`src/design/dms_defines.vh`:
```
/*
 Register offsets, field positions, reset values and threshold table
 entries of the D-channel mode and status logic.
 Assumes inclusion by bare name from the design files.
*/
// Behaviour
// - Receive threshold code picks 1/2/4/8 or 1/16/24/30
// - Transmit threshold code picks 1/2/4/8 or 1/6/10/14
// - Bit 4 chooses mark idle or flag idle
// - Bit 5/7 choose two-byte, first-only, second-only matching
// - Bit 6 includes command/response bit in compare
// - Address status bit n-1 flags pair n match
// - Status bit 0 two bytes after opening flag if an enabled pair matches or no pair is enabled
// - Status bit 1 on closing flag received
// - Status bit 2 one byte after opening flag
// - Status bits 3/4 show loopback locations live
// - Status bit 5 high while back-off inactive
// - Status bit 6 on closing flag transmitted
// - Status bit 7 after transmit abort sequence sent
// - Reset or idle clears all status bits
// - Address and transmit-end interrupt enables default on
// - Extended FIFO control bit 0 selects extended tables
`ifndef DMS_DEFINES_VH
`define DMS_DEFINES_VH

`define DMS_ADDR_XMIT_COUNT 8'h85
`define DMS_ADDR_MODE_ONE 8'h86
`define DMS_ADDR_RECV_COUNT 8'h89
`define DMS_ADDR_MODE_THREE 8'h8E
`define DMS_ADDR_MODE_FOUR 8'h8F
`define DMS_ADDR_STATUS_ONE 8'h90
`define DMS_ADDR_ADDR_STATUS 8'h91
`define DMS_ADDR_EXT_FIFO 8'h92

`define DMS_MODE_ONE_RST 8'h00
`define DMS_MODE_THREE_RST 8'h03
`define DMS_MODE_FOUR_RST 8'h00
`define DMS_EXT_FIFO_RST 8'h00

`define DMS_M1_EOP_IE 3
`define DMS_M3_ADDR_IE 0
`define DMS_M3_TXEND_IE 1
`define DMS_M4_FILL 4
`define DMS_M4_SINGLE 5
`define DMS_M4_CR_CMP 6
`define DMS_M4_SECOND 7
`define DMS_EF_EXT 0

`define DMS_S_ADDR 0
`define DMS_S_EOP 1
`define DMS_S_RIP 2
`define DMS_S_LOOP_IN 3
`define DMS_S_LOOP_LIU 4
`define DMS_S_NO_BACKOFF 5
`define DMS_S_TXEND 6
`define DMS_S_TXABORT 7

`define DMS_CR_MASK_OFF 8'hFD
`define DMS_CR_MASK_ON 8'hFF

`define DMS_RX_N0 5'h01
`define DMS_RX_N1 5'h02
`define DMS_RX_N2 5'h04
`define DMS_RX_N3 5'h08
`define DMS_RX_E0 5'h01
`define DMS_RX_E1 5'h10
`define DMS_RX_E2 5'h18
`define DMS_RX_E3 5'h1E
`define DMS_TX_N0 4'h1
`define DMS_TX_N1 4'h2
`define DMS_TX_N2 4'h4
`define DMS_TX_N3 4'h8
`define DMS_TX_E0 4'h1
`define DMS_TX_E1 4'h6
`define DMS_TX_E2 4'hA
`define DMS_TX_E3 4'hE

`endif

```
`src/design/dms_addr_match.v`:
```
/*
 Address comparator for the four first/second byte match pairs.
 Assumes both received address bytes are held stable by the caller.
*/
`default_nettype none
`include "dms_defines.vh"

module dms_addr_match
#(
   parameter PAIRS = 4
)
(
   // Received address bytes
   input wire [7:0] byte_one_i,
   input wire [7:0] byte_two_i,
   // Match values, pair n in bits 8n+7:8n
   input wire [8*PAIRS-1:0] first_match_i,
   input wire [8*PAIRS-1:0] second_match_i,
   // Controls
   input wire [PAIRS-1:0] pair_en_i,
   input wire single_i,
   input wire second_only_i,
   input wire cr_cmp_i,
   // Result
   output wire [PAIRS-1:0] match_o
);

   wire [7:0] mask;

   // Command/response bit ignored unless asked for
   assign mask = cr_cmp_i ? `DMS_CR_MASK_ON : `DMS_CR_MASK_OFF;

   genvar n;
   generate
      for (n = 0; n < PAIRS; n = n + 1)
      begin : g_pair
         wire hit_one;
         wire hit_two;
         assign hit_one = ((byte_one_i ^ first_match_i[8*n+7:8*n]) & mask)
                          == 8'h00;
         assign hit_two = byte_two_i == second_match_i[8*n+7:8*n];
         assign match_o[n] = pair_en_i[n] & (!single_i ?
                             (hit_one & hit_two) :
                             (second_only_i ? hit_two : hit_one));
      end
   endgenerate

endmodule

`default_nettype wire

```
`src/design/dms_status_logic.v`:
```
/*
 D-channel mode register four, address status, status register one,
 and the mode one/three and extended FIFO control bits they depend on.
 Assumes an indirect register port on the system clock, and receive
 and transmit framing events as single-cycle pulses from logic on the
 same clock; loopback and back-off levels come from off this clock.
*/
`default_nettype none
`include "dms_defines.vh"

module dms_status_logic
#(
   parameter PAIRS = 4
)
(
   // Clock and reset
   input wire clock_i,
   input wire srst_i,
   // Indirect register port
   input wire [7:0] reg_addr_i,
   input wire [7:0] reg_wdata_i,
   input wire reg_wr_i,
   input wire reg_rd_i,
   output reg [7:0] reg_rdata_o,
   // Address match values
   input wire [8*PAIRS-1:0] first_match_i,
   input wire [8*PAIRS-1:0] second_match_i,
   // Receive framing events
   input wire rx_flag_i,
   input wire rx_abort_i,
   input wire rx_byte_i,
   input wire [7:0] rx_data_i,
   // Transmit framing events
   input wire tx_closing_flag_i,
   input wire tx_abort_sent_i,
   // Operating state
   input wire idle_mode_i,
   input wire loop_local_i,
   input wire loop_liu_i,
   input wire backoff_active_i,
   // Mode outputs
   output reg [4:0] rx_threshold_o,
   output reg [3:0] tx_threshold_o,
   output reg flag_idle_o,
   output reg irq_o
);

   reg [7:0] mode_one_r;
   reg [7:0] mode_three_r;
   reg [7:0] mode_four_r;
   reg [7:0] ext_fifo_r;
   reg [7:0] status_r;
   reg [7:0] status_nxt;
   reg [3:0] addr_status_r;
   reg [3:0] addr_status_nxt;
   reg [1:0] byte_cnt_r;
   reg [7:0] byte_one_r;
   reg [2:0] loop_in_sync_r;
   reg [2:0] loop_liu_sync_r;
   reg [2:0] backoff_sync_r;
   reg [4:0] rx_thr_nxt;
   reg [3:0] tx_thr_nxt;
   reg [7:0] rdata_nxt;
   wire [PAIRS-1:0] match;
   wire rd_status;
   wire rd_addr;
   wire rd_rcount;
   wire wr_tcount;
   wire opening_byte;
   wire second_byte;
   wire closing_flag;
   wire addr_event;

   assign rd_status = reg_rd_i && reg_addr_i == `DMS_ADDR_STATUS_ONE;
   assign rd_addr = reg_rd_i && reg_addr_i == `DMS_ADDR_ADDR_STATUS;
   assign rd_rcount = reg_rd_i && reg_addr_i == `DMS_ADDR_RECV_COUNT;
   assign wr_tcount = reg_wr_i && reg_addr_i == `DMS_ADDR_XMIT_COUNT;

   // Byte count after the opening flag; saturates once address is done
   assign opening_byte = rx_byte_i && byte_cnt_r == 2'd0;
   assign second_byte = rx_byte_i && byte_cnt_r == 2'd1;
   assign closing_flag = rx_flag_i && byte_cnt_r != 2'd0;

   dms_addr_match #(.PAIRS(PAIRS)) u_match
   (
      .byte_one_i(byte_one_r),
      .byte_two_i(rx_data_i),
      .first_match_i(first_match_i),
      .second_match_i(second_match_i),
      .pair_en_i(mode_one_r[7:8-PAIRS]),
      .single_i(mode_four_r[`DMS_M4_SINGLE]),
      .second_only_i(mode_four_r[`DMS_M4_SECOND]),
      .cr_cmp_i(mode_four_r[`DMS_M4_CR_CMP]),
      .match_o(match)
   );

   // With no pair enabled the second byte marks end of address
   assign addr_event = second_byte &&
                       (|match || !(|mode_one_r[7:8-PAIRS]));

   always @(posedge clock_i)
   begin
      if (srst_i)
      begin
         byte_cnt_r <= 2'd0;
         byte_one_r <= 8'h00;
      end
      else if (rx_flag_i || rx_abort_i || idle_mode_i)
      begin
         byte_cnt_r <= 2'd0;
      end
      else if (rx_byte_i && byte_cnt_r != 2'd2)
      begin
         byte_cnt_r <= byte_cnt_r + 2'd1;
         if (opening_byte)
         begin
            byte_one_r <= rx_data_i;
         end
      end
   end

   // Loopback and back-off levels are asynchronous to this clock
   always @(posedge clock_i)
   begin
      if (srst_i)
      begin
         loop_in_sync_r <= 3'b000;
         loop_liu_sync_r <= 3'b000;
         backoff_sync_r <= 3'b000;
      end
      else
      begin
         loop_in_sync_r <= {loop_in_sync_r[1:0], loop_local_i};
         loop_liu_sync_r <= {loop_liu_sync_r[1:0], loop_liu_i};
         backoff_sync_r <= {backoff_sync_r[1:0], backoff_active_i};
      end
   end

   // Set wins over each read or write clear, so an event in a read cycle is kept; a flag or abort clear of bit 2 wins over its set
   always @*
   begin
      status_nxt = status_r;
      if (rd_status || rd_rcount)
      begin
         status_nxt[`DMS_S_ADDR] = 1'b0;
         status_nxt[`DMS_S_EOP] = 1'b0;
      end
      if (rd_status || wr_tcount)
      begin
         status_nxt[`DMS_S_TXEND] = 1'b0;
         status_nxt[`DMS_S_TXABORT] = 1'b0;
      end
      if (rx_flag_i || rx_abort_i)
      begin
         status_nxt[`DMS_S_RIP] = 1'b0;
      end
      if (addr_event)
      begin
         status_nxt[`DMS_S_ADDR] = 1'b1;
      end
      if (closing_flag)
      begin
         status_nxt[`DMS_S_EOP] = 1'b1;
      end
      if (opening_byte && !rx_flag_i && !rx_abort_i)
      begin
         status_nxt[`DMS_S_RIP] = 1'b1;
      end
      if (tx_closing_flag_i)
      begin
         status_nxt[`DMS_S_TXEND] = 1'b1;
      end
      if (tx_abort_sent_i)
      begin
         status_nxt[`DMS_S_TXABORT] = 1'b1;
      end
      status_nxt[`DMS_S_LOOP_IN] = loop_in_sync_r[2];
      status_nxt[`DMS_S_LOOP_LIU] = loop_liu_sync_r[2];
      status_nxt[`DMS_S_NO_BACKOFF] = !backoff_sync_r[2];
      addr_status_nxt = rd_addr ? 4'h0 : addr_status_r;
      if (second_byte)
      begin
         addr_status_nxt = addr_status_nxt | match;
      end
   end

   always @(posedge clock_i)
   begin
      if (srst_i || idle_mode_i)
      begin
         status_r <= 8'h00;
         addr_status_r <= 4'h0;
      end
      else
      begin
         status_r <= status_nxt;
         addr_status_r <= addr_status_nxt;
      end
   end

   // Writable mode registers; thresholds are only meant to move in idle
   always @(posedge clock_i)
   begin
      if (srst_i)
      begin
         mode_one_r <= `DMS_MODE_ONE_RST;
         mode_three_r <= `DMS_MODE_THREE_RST;
         mode_four_r <= `DMS_MODE_FOUR_RST;
         ext_fifo_r <= `DMS_EXT_FIFO_RST;
      end
      else if (reg_wr_i)
      begin
         case (reg_addr_i)
            `DMS_ADDR_MODE_ONE: mode_one_r <= reg_wdata_i;
            `DMS_ADDR_MODE_THREE: mode_three_r <= reg_wdata_i;
            `DMS_ADDR_MODE_FOUR: mode_four_r <= reg_wdata_i;
            `DMS_ADDR_EXT_FIFO: ext_fifo_r <= reg_wdata_i;
            default: mode_one_r <= mode_one_r;
         endcase
      end
   end

   always @*
   begin
      if (ext_fifo_r[`DMS_EF_EXT])
      begin
         case (mode_four_r[1:0])
            2'b00: rx_thr_nxt = `DMS_RX_E0;
            2'b01: rx_thr_nxt = `DMS_RX_E1;
            2'b10: rx_thr_nxt = `DMS_RX_E2;
            default: rx_thr_nxt = `DMS_RX_E3;
         endcase
         case (mode_four_r[3:2])
            2'b00: tx_thr_nxt = `DMS_TX_E0;
            2'b01: tx_thr_nxt = `DMS_TX_E1;
            2'b10: tx_thr_nxt = `DMS_TX_E2;
            default: tx_thr_nxt = `DMS_TX_E3;
         endcase
      end
      else
      begin
         case (mode_four_r[1:0])
            2'b00: rx_thr_nxt = `DMS_RX_N0;
            2'b01: rx_thr_nxt = `DMS_RX_N1;
            2'b10: rx_thr_nxt = `DMS_RX_N2;
            default: rx_thr_nxt = `DMS_RX_N3;
         endcase
         case (mode_four_r[3:2])
            2'b00: tx_thr_nxt = `DMS_TX_N0;
            2'b01: tx_thr_nxt = `DMS_TX_N1;
            2'b10: tx_thr_nxt = `DMS_TX_N2;
            default: tx_thr_nxt = `DMS_TX_N3;
         endcase
      end
   end

   // Unmapped addresses read as zero
   always @*
   begin
      case (reg_addr_i)
         `DMS_ADDR_MODE_ONE: rdata_nxt = mode_one_r;
         `DMS_ADDR_MODE_THREE: rdata_nxt = mode_three_r;
         `DMS_ADDR_MODE_FOUR: rdata_nxt = mode_four_r;
         `DMS_ADDR_EXT_FIFO: rdata_nxt = ext_fifo_r;
         `DMS_ADDR_STATUS_ONE: rdata_nxt = status_r;
         `DMS_ADDR_ADDR_STATUS: rdata_nxt = {4'h0, addr_status_r};
         default: rdata_nxt = 8'h00;
      endcase
   end

   always @(posedge clock_i)
   begin
      if (srst_i)
      begin
         reg_rdata_o <= 8'h00;
         rx_threshold_o <= `DMS_RX_N0;
         tx_threshold_o <= `DMS_TX_N0;
         flag_idle_o <= 1'b0;
         irq_o <= 1'b0;
      end
      else
      begin
         if (reg_rd_i)
         begin
            reg_rdata_o <= rdata_nxt;
         end
         rx_threshold_o <= rx_thr_nxt;
         tx_threshold_o <= tx_thr_nxt;
         flag_idle_o <= mode_four_r[`DMS_M4_FILL];
         irq_o <= (status_r[`DMS_S_ADDR] & mode_three_r[`DMS_M3_ADDR_IE]) |
                  (status_r[`DMS_S_EOP] & mode_one_r[`DMS_M1_EOP_IE]) |
                  (status_r[`DMS_S_TXEND] &
                   mode_three_r[`DMS_M3_TXEND_IE]);
      end
   end

endmodule

`default_nettype wire

```
`config.mk`:
```
export PLATFORM = sky130hd
export DESIGN_NAME = dms_status_logic
export DESIGN_NICKNAME = d
export VERILOG_FILES = /design/src/design/dms_addr_match.v /design/src/design/dms_status_logic.v
export VERILOG_INCLUDE_DIRS = /design/src /design/src/design
export SDC_FILE = /design/constraint.sdc
export NUM_CORES = 1
export LEC_CHECK = 0
export BUFFER_PORTS_ARGS = -buffer_cell sky130_fd_sc_hd__buf_2
export CORE_MARGIN = 5
export CORE_UTILIZATION = 49
export CTS_BUF_LIST = sky130_fd_sc_hd__clkbuf_4
export CTS_CLUSTER_SIZE = 25
export DETAILED_ROUTE_END_ITERATION = 7
export PLACE_DENSITY = 0.79
export SYNTH_ARGS = -nofsm -noshare
export SYNTH_HDL_FRONTEND = slang
export SYNTH_SLANG_ARGS = --single-unit
```
`constraint.sdc`:
```
create_clock -name clock_i -period 1.8 [get_ports clock_i]
set_clock_uncertainty 0.1 [all_clocks]
set_input_delay 0.27 -clock clock_i [delete_from_list [all_inputs] [get_ports clock_i]]
set_output_delay 0.27 -clock clock_i [all_outputs]
set_load 0.01 [all_outputs]
```
==> impl_metrics.ini, run 1 <==
[grt]
grt_pass1_vias = 3860
grt.overflow.total = 0
antenna_found_initial = 0
grt_max_degree = 57
grt_use_met1_pct = 27.5
gr-usage-met3_pct = 4.06
grt_pass1_wl_um = 18000
met2_usage_pct = 36.9
top_usage_layer = met2
grt_use_total_pct = 21.6

[cts]
clk_path_buf_depth = 2
cts_num_sinks = 82
cts_tree = done
cts-buffers-inserted = 9
clkLatencyLatePin_ns = 0.43
htreeDepth = 3
root_buffer = clkbuf_4
cts.clk_slew.worst_paths_ns = 0.14

[status]
violations = negative setup slack
status = complete, but fails checks

[logic_synthesis]
yosysWarnings = 0
netlist_area_mm2 = 0.00425
synth_edf_count = 0
syn_area_per_cell_um2 = 8.70
synthCells = 488
syn_nets = 592
ys.flop_type = dfxtp_1
async_reset_ff_share_pct = 0
seq_area_frac_synth_pct = 38.7
synth.distinct_cells = 49
synth-seq-cells = 82

[cells_and_area]
syn_to_final_growth_pct = 29.8
diodes = 0
layout_common_cells = buf_2 (119), dfxtp_1 (75), nor2_1 (52)
fin_util_pct = 64.2
post_layout_nonfiller_instances = 744
nNetsFinal = 735
drive_above_1_share_pct = 33.5
final_common_cell = buf_2

[worst_setup_path]
worst_path_largest_cell_delay_ns = 0.36
r2r_cells = 7
crit_arrival_ns = 2.14
path_cells = xor2_1 > nor4_2 > buf_4 > nand3_2 > o211ai_1 > nor2_1 > a311oi_1
crit_type = flop to flop
endpoint = status_r[0]
r2r_slack_ns = -0.1
r2r-end = status_r[0]
startpoint = byte_one_r[2]
cp-start-kind = flop
slowest_stage = dfxtp_2
critPathRequiredTime_ns = 2.04
r2r_start = byte_one_r[2]
crit_path_max_fanout = 2
crit_path_end_kind = flop

[timing]
post-route-min-period_ns = 1.90
relSlewSlack_pct = 66.8
finalCritPeriodShare_pct = 105
hold_ws_ns = 0.00238
worst_slack_ns = -0.0954
maxSlewViolCount = 0
grt_setup_unrepaired = true
fmax_mhz = 528
tightestPinTransition_ns = 0.493
setup_viol = 1
hold_violations = 0

[die]
io_pins = 120
start_util_pct = 49.4
die_area_mm2 = 0.0106
rows = 34
die_x_um = 103
die-height_um = 103
core-area_mm2 = 0.00859

[power_and_ir_drop]
power.leakage_uw = 0.00241
vdd_drop_max_v = 0.000451
pwr_density_cell_mw_per_mm2 = 621

[routing]
routedWlPerCell_um = 15.6
route.antenna.remaining_nets = 0
finalWirelength_um = 11600
dr.pass1.iters = 4
drt_iter0_drc = 182
drc = 0
vias = 3978
viasPerCell = 5.35

[hold_path]
hp-class = input port to flop
hold_depth = 3

[placed_design]
dp_hpwl_um = 8910
portBuffers = 119
place.gp.congestion = 0.900
placed_cells = 714

[job]
drv_cap = 0
==> per-stage QoR <==
step | setup TNS (ns) | setup WS, ns | power (µW) | area, µm²
6_report | -0.0954 | -0.0954 | 3420 | 5510
5_1_grt | -0.361 | -0.213 | 3580 | 5510
4_1_cts | -0.0540 | -0.0540 | 3430 | 5350
3_5_place_dp | -0.930 | -0.135 | 2330 | 5120
3_3_place_gp | -0.242 | -0.0934 | 2320 | 5120
2_1_floorplan | 0 | 0.122 | 2120 | 4250
==> flip-flops by register name (all words and copies together) (netlist names) <==
signal and flops:
backoff_sync_r 3, irq_o 1, mode_one_r 8, tx_threshold_o 4, byte_one_r 8, status_r 8, rx_threshold_o 5, addr_status_r 4
ext_fifo_r 8, mode_three_r 8, mode_four_r 8, reg_rdata_o 8, loop_liu_sync_r 3, byte_cnt_r 2, loop_in_sync_r 3, flag_idle_o 1
==> layout make-up <==
type                       count  area (µm²)
clock buffer                   9        67.6
sequential                    82        1660
fill                         731        3080
timing repair buffer         168        1020
tap                          108         135
inverter                       5        18.8
multi-input combinational    365        2530
clock inverter                 7        77.6
==> critical path: cells and delay by family, from the launching register on <==
family                 cells  cell delay (ns)
AO/OA/AOI/OAI              2             0.53
AND/OR/NAND/NOR            3             0.46
flip-flops                 1             0.36
buffers and inverters      1             0.18
XOR/XNOR                   1             0.17
==> how the worst min path moves through the flow <==
stage | start | endpoint | slack, ns
floorplan | backoff_sync_r[2] | status_r[5] | 0.27
global placement | backoff_sync_r[2] | status_r[5] | 0.31
detailed placement | backoff_sync_r[2] | status_r[5] | 0.29
CTS | reg_wdata_i[6] | ext_fifo_r[6] | 0.001
global route | reg_wdata_i[3] | mode_four_r[3] | 0.003
finish | reg_wdata_i[6] | ext_fifo_r[6] | 0.002
==> cells in the mapped netlist, types with 3 or more instances <==
cell type,instances,area [µm²]
o22ai_1,5,31.3
nand2b_1,8,50.1
nand4_1,5,31.3
xnor2_1,13,114
mux2i_1,34,340
nor2_1,52,195
nor4_1,9,56.3
nor3b_1,3,22.5
ha_1,3,37.5
xor2_1,55,482
and4_1,3,26.3
nand3_1,24,120
a2bb2oi_1,3,26.3
a31o_2,4,35.0
nand2_1,39,146
dfxtp_1,82,1640
a21oi_1,40,200
buf_2,12,60.1
inv_1,5,18.8
clkbuf_1,20,75.1
a211oi_1,5,37.5
o21bai_1,3,22.5
o21ai_0,4,20.0
nor3_1,4,20.0
and2_1,3,18.8
nor2b_1,17,106
==> where the power goes <==
part | total (µW) | internal (µW) | switching, µW
Clock | 1100 | 431 | 664
Combinational | 480 | 238 | 242
Sequential | 1850 | 1830 | 15.3
==> metal layers <==
metal / wire length (µm) / vias to the layer above / share of wire [%]
met2: 5780 / 117 / 50
met5: 0 / - / 0
met4: 204 / 0 / 1.8
li1: - / 1953 / -
met3: 715 / 18 / 6.2
met1: 4900 / 1890 / 42
==> cell families (layout without fill, tap and decap cells) <==
family                   after synthesis  count (layout)  share of synthesized area (%)
adder cells (fa/ha/maj)                3               3                          0.884
buffers and inverters                 41             189                           4.15
AND/OR/NAND/NOR                      184             184                           23.1
AO/OA/AOI/OAI                         76              76                           11.1
multiplexers                          34              34                           8.01
flip-flops                            82              82                           38.7
XOR/XNOR                              68              68                           14.0
==> repair_timing <==
item | in CTS | in global routing
buffers inserted | 0 | 6
hold endpoints to repair | 6 | 4
setup endpoints to repair | 4 | 5
gates resized for setup | 7 | 21
pin swaps | 2 | 17
hold buffers | 6 | 3
(Power assumes the default switching activity.)
==> run 2: changes to the inputs <==
--- a/config.mk
+++ b/config.mk
@@ -7,9 +7,9 @@
 export NUM_CORES = 1
 export LEC_CHECK = 0
 export BUFFER_PORTS_ARGS = -buffer_cell sky130_fd_sc_hd__buf_2
-export CORE_MARGIN = 5
 export CORE_UTILIZATION = 49
 export CTS_BUF_LIST = sky130_fd_sc_hd__clkbuf_4
+export CTS_CLUSTER_DIAMETER = 40
 export CTS_CLUSTER_SIZE = 25
 export DETAILED_ROUTE_END_ITERATION = 7
 export PLACE_DENSITY = 0.79
==> run 2 against run 1 <==
- critical path type unchanged
- die area fell by 15%
- sequential share of layout area shrank 0.27 points
- the flow still finishes with violations (negative setup slack)
- via count up 1.5%
- clock-buffer cell count did not move
- sequential cell count is the same
- critical path depth is the same
- design area rose by 1.2%
==> impl_metrics.ini, run 2 (synthesis results as in run 1) <==
[die]
start_util_pct = 51.2
die-height_um = 95.1
die_x_um = 95.1
rows = 33
io_pins = 120
die_area_mm2 = 0.00904
core-area_mm2 = 0.00830

[cts]
htreeDepth = 3
cts-buffers-inserted = 9
cts.clk_slew.worst_paths_ns = 0.13
root_buffer = clkbuf_4
cts_num_sinks = 82
clkLatencyLatePin_ns = 0.45
cts_tree = done
clk_path_buf_depth = 2

[cells_and_area]
layout_common_cells = buf_2 (119), dfxtp_1 (75), xor2_1 (52)
fin_util_pct = 67.3
drive_above_1_share_pct = 34.2
final_common_cell = buf_2
fillCellCount = 689
syn_to_final_growth_pct = 31.4
nNetsFinal = 748
diodes = 0

[routing]
route.antenna.remaining_nets = 0
viasPerCell = 5.36
drc = 0
finalWirelength_um = 11800
routedWlPerCell_um = 15.7
vias = 4038
dr.pass1.iters = 5
drt_iter0_drc = 266

[timing]
maxSlewViolCount = 0
fmax_mhz = 538
tightestPinTransition_ns = 0.451
post-route-min-period_ns = 1.86
relSlewSlack_pct = 69.6
worst_slack_ns = -0.0590
grt_setup_unrepaired = true
hold_violations = 0
setup_viol = 1
finalCritPeriodShare_pct = 103
hold_ws_ns = 0.0257

[power_and_ir_drop]
p_comb_share_pct = 14.1
sw_frac_of_total_pct = 27.2
vdd_drop_max_v = 0.000732
sequentialPowerShare_pct = 53.6
pwr-share-clk_pct = 32.3
p_total_uw = 3450
intPower_uw = 2510
power.leakage_uw = 0.00247
pwr_density_cell_mw_per_mm2 = 618
power_switching_uw = 937

[placed_design]
portBuffers = 119
place.gp.congestion = 0.874
dp_hpwl_um = 8950

[worst_setup_path]
crit_type = flop to flop
cp-start-kind = flop
r2r_slack_ns = -0.06
crit_buf_inv = 1
slowest_stage = dfxtp_4
path_cells = buf_6 > xor2_2 > a211oi_2 > nand4_1 > a21oi_2 > nor2_1 > a311oi_1
worst_path_dominant_cell_family = compound AO/OA/AOI/OAI gates
crit_arrival_ns = 2.11
crit_path_end_kind = flop
worst_path_largest_cell_delay_ns = 0.39
crit_path_max_fanout = 4
critPathRequiredTime_ns = 2.05

[hold_path]
hp-class = input port to flop

[job]
drv_cap = 0

[grt]
grt_pass1_wl_um = 18600
grt.overflow.total = 0
grt_pass1_vias = 3973
antenna_found_initial = 0
grt_max_degree = 36
grt_use_total_pct = 27.0

[status]
status = complete, but fails checks
violations = negative setup slack
==> run 2: cell types whose count changed in the layout (fill, tap and decap cells not counted), sizes merged <==
cell         before  now
clkinv            0    2
dlygate4sd3       9   12
buf             159  169
clkinvlp          4    2
==> run 2: stage by stage <==
step                setup TNS (ns)  instance area (µm²)  std cells  setup WS (ns)
floorplan                        0                 4250        488          0.122
global placement            -0.204                 5180        723        -0.0822
detailed placement           -1.48                 5180        723         -0.166
CTS                              0                 5470        751        0.00346
global route                -0.110                 5580        754        -0.0804
finish                     -0.0590                 5580        754        -0.0590
==> run 2: routing by layer <==
layer | global-route usage [%] | part of all wire (%) | vias to the layer above
met4 | 12.6 | 2.8 | 0
met3 | 3.91 | 6.3 | 32
met1 | 33.6 | 42 | 1871
li1 | - | - | 1975
met5 | 0 | 0 | -
met2 | 45.7 | 48 | 160
==> run 2: final cells by class <==
class	instances	area [µm²]	area share (%)
clock inverters	7	77.6	1.39
multi-input cells	365	2510	45.0
well taps	105	131	2.35
repair buffers	181	1110	19.8
flip-flops and latches	82	1670	29.8
clock buffers	9	67.6	1.21
inverters	5	18.8	0.336
==> run 2: timing repair <==
item,CTS,global route
endpoints found under the hold margin,16,0
setup buffers,0,3
endpoints found under the setup margin,3,5
hold buffers,12,0
pin swaps,5,27
cloned,0,0
gates resized for setup,8,24
==> run 2: worst paths after layout <==
kind,from,end,cells after the start
worst max register to register,byte_one_r[2],status_r[0],7
worst min-delay path,reg_wdata_i[3],ext_fifo_r[3],3
worst max-delay path,byte_one_r[2],status_r[0],7
worst min register to register,backoff_sync_r[2],status_r[5],1
==> run 2: power by group through the flow <==
| stage | registers [µW] | logic [µW] | clock network [µW] |
|---|---|---|---|
| after floorplan | 1890 | 229 | 0 |
| after global placement | 1890 | 433 | 0 |
| after detailed placement | 1890 | 444 | 0 |
| after CTS | 1850 | 469 | 1130 |
| after global routing | 1850 | 526 | 1210 |
| final | 1850 | 487 | 1110 |
==> run 2: worst reg2reg max path, cell delays in order (launching register included) <==
cell and delay (ns):
dfxtp_4 0.39, buf_6 0.14, xor2_2 0.18, a211oi_2 0.20, nand4_1 0.23, a21oi_2 0.20
nor2_1 0.06, a311oi_1 0.27
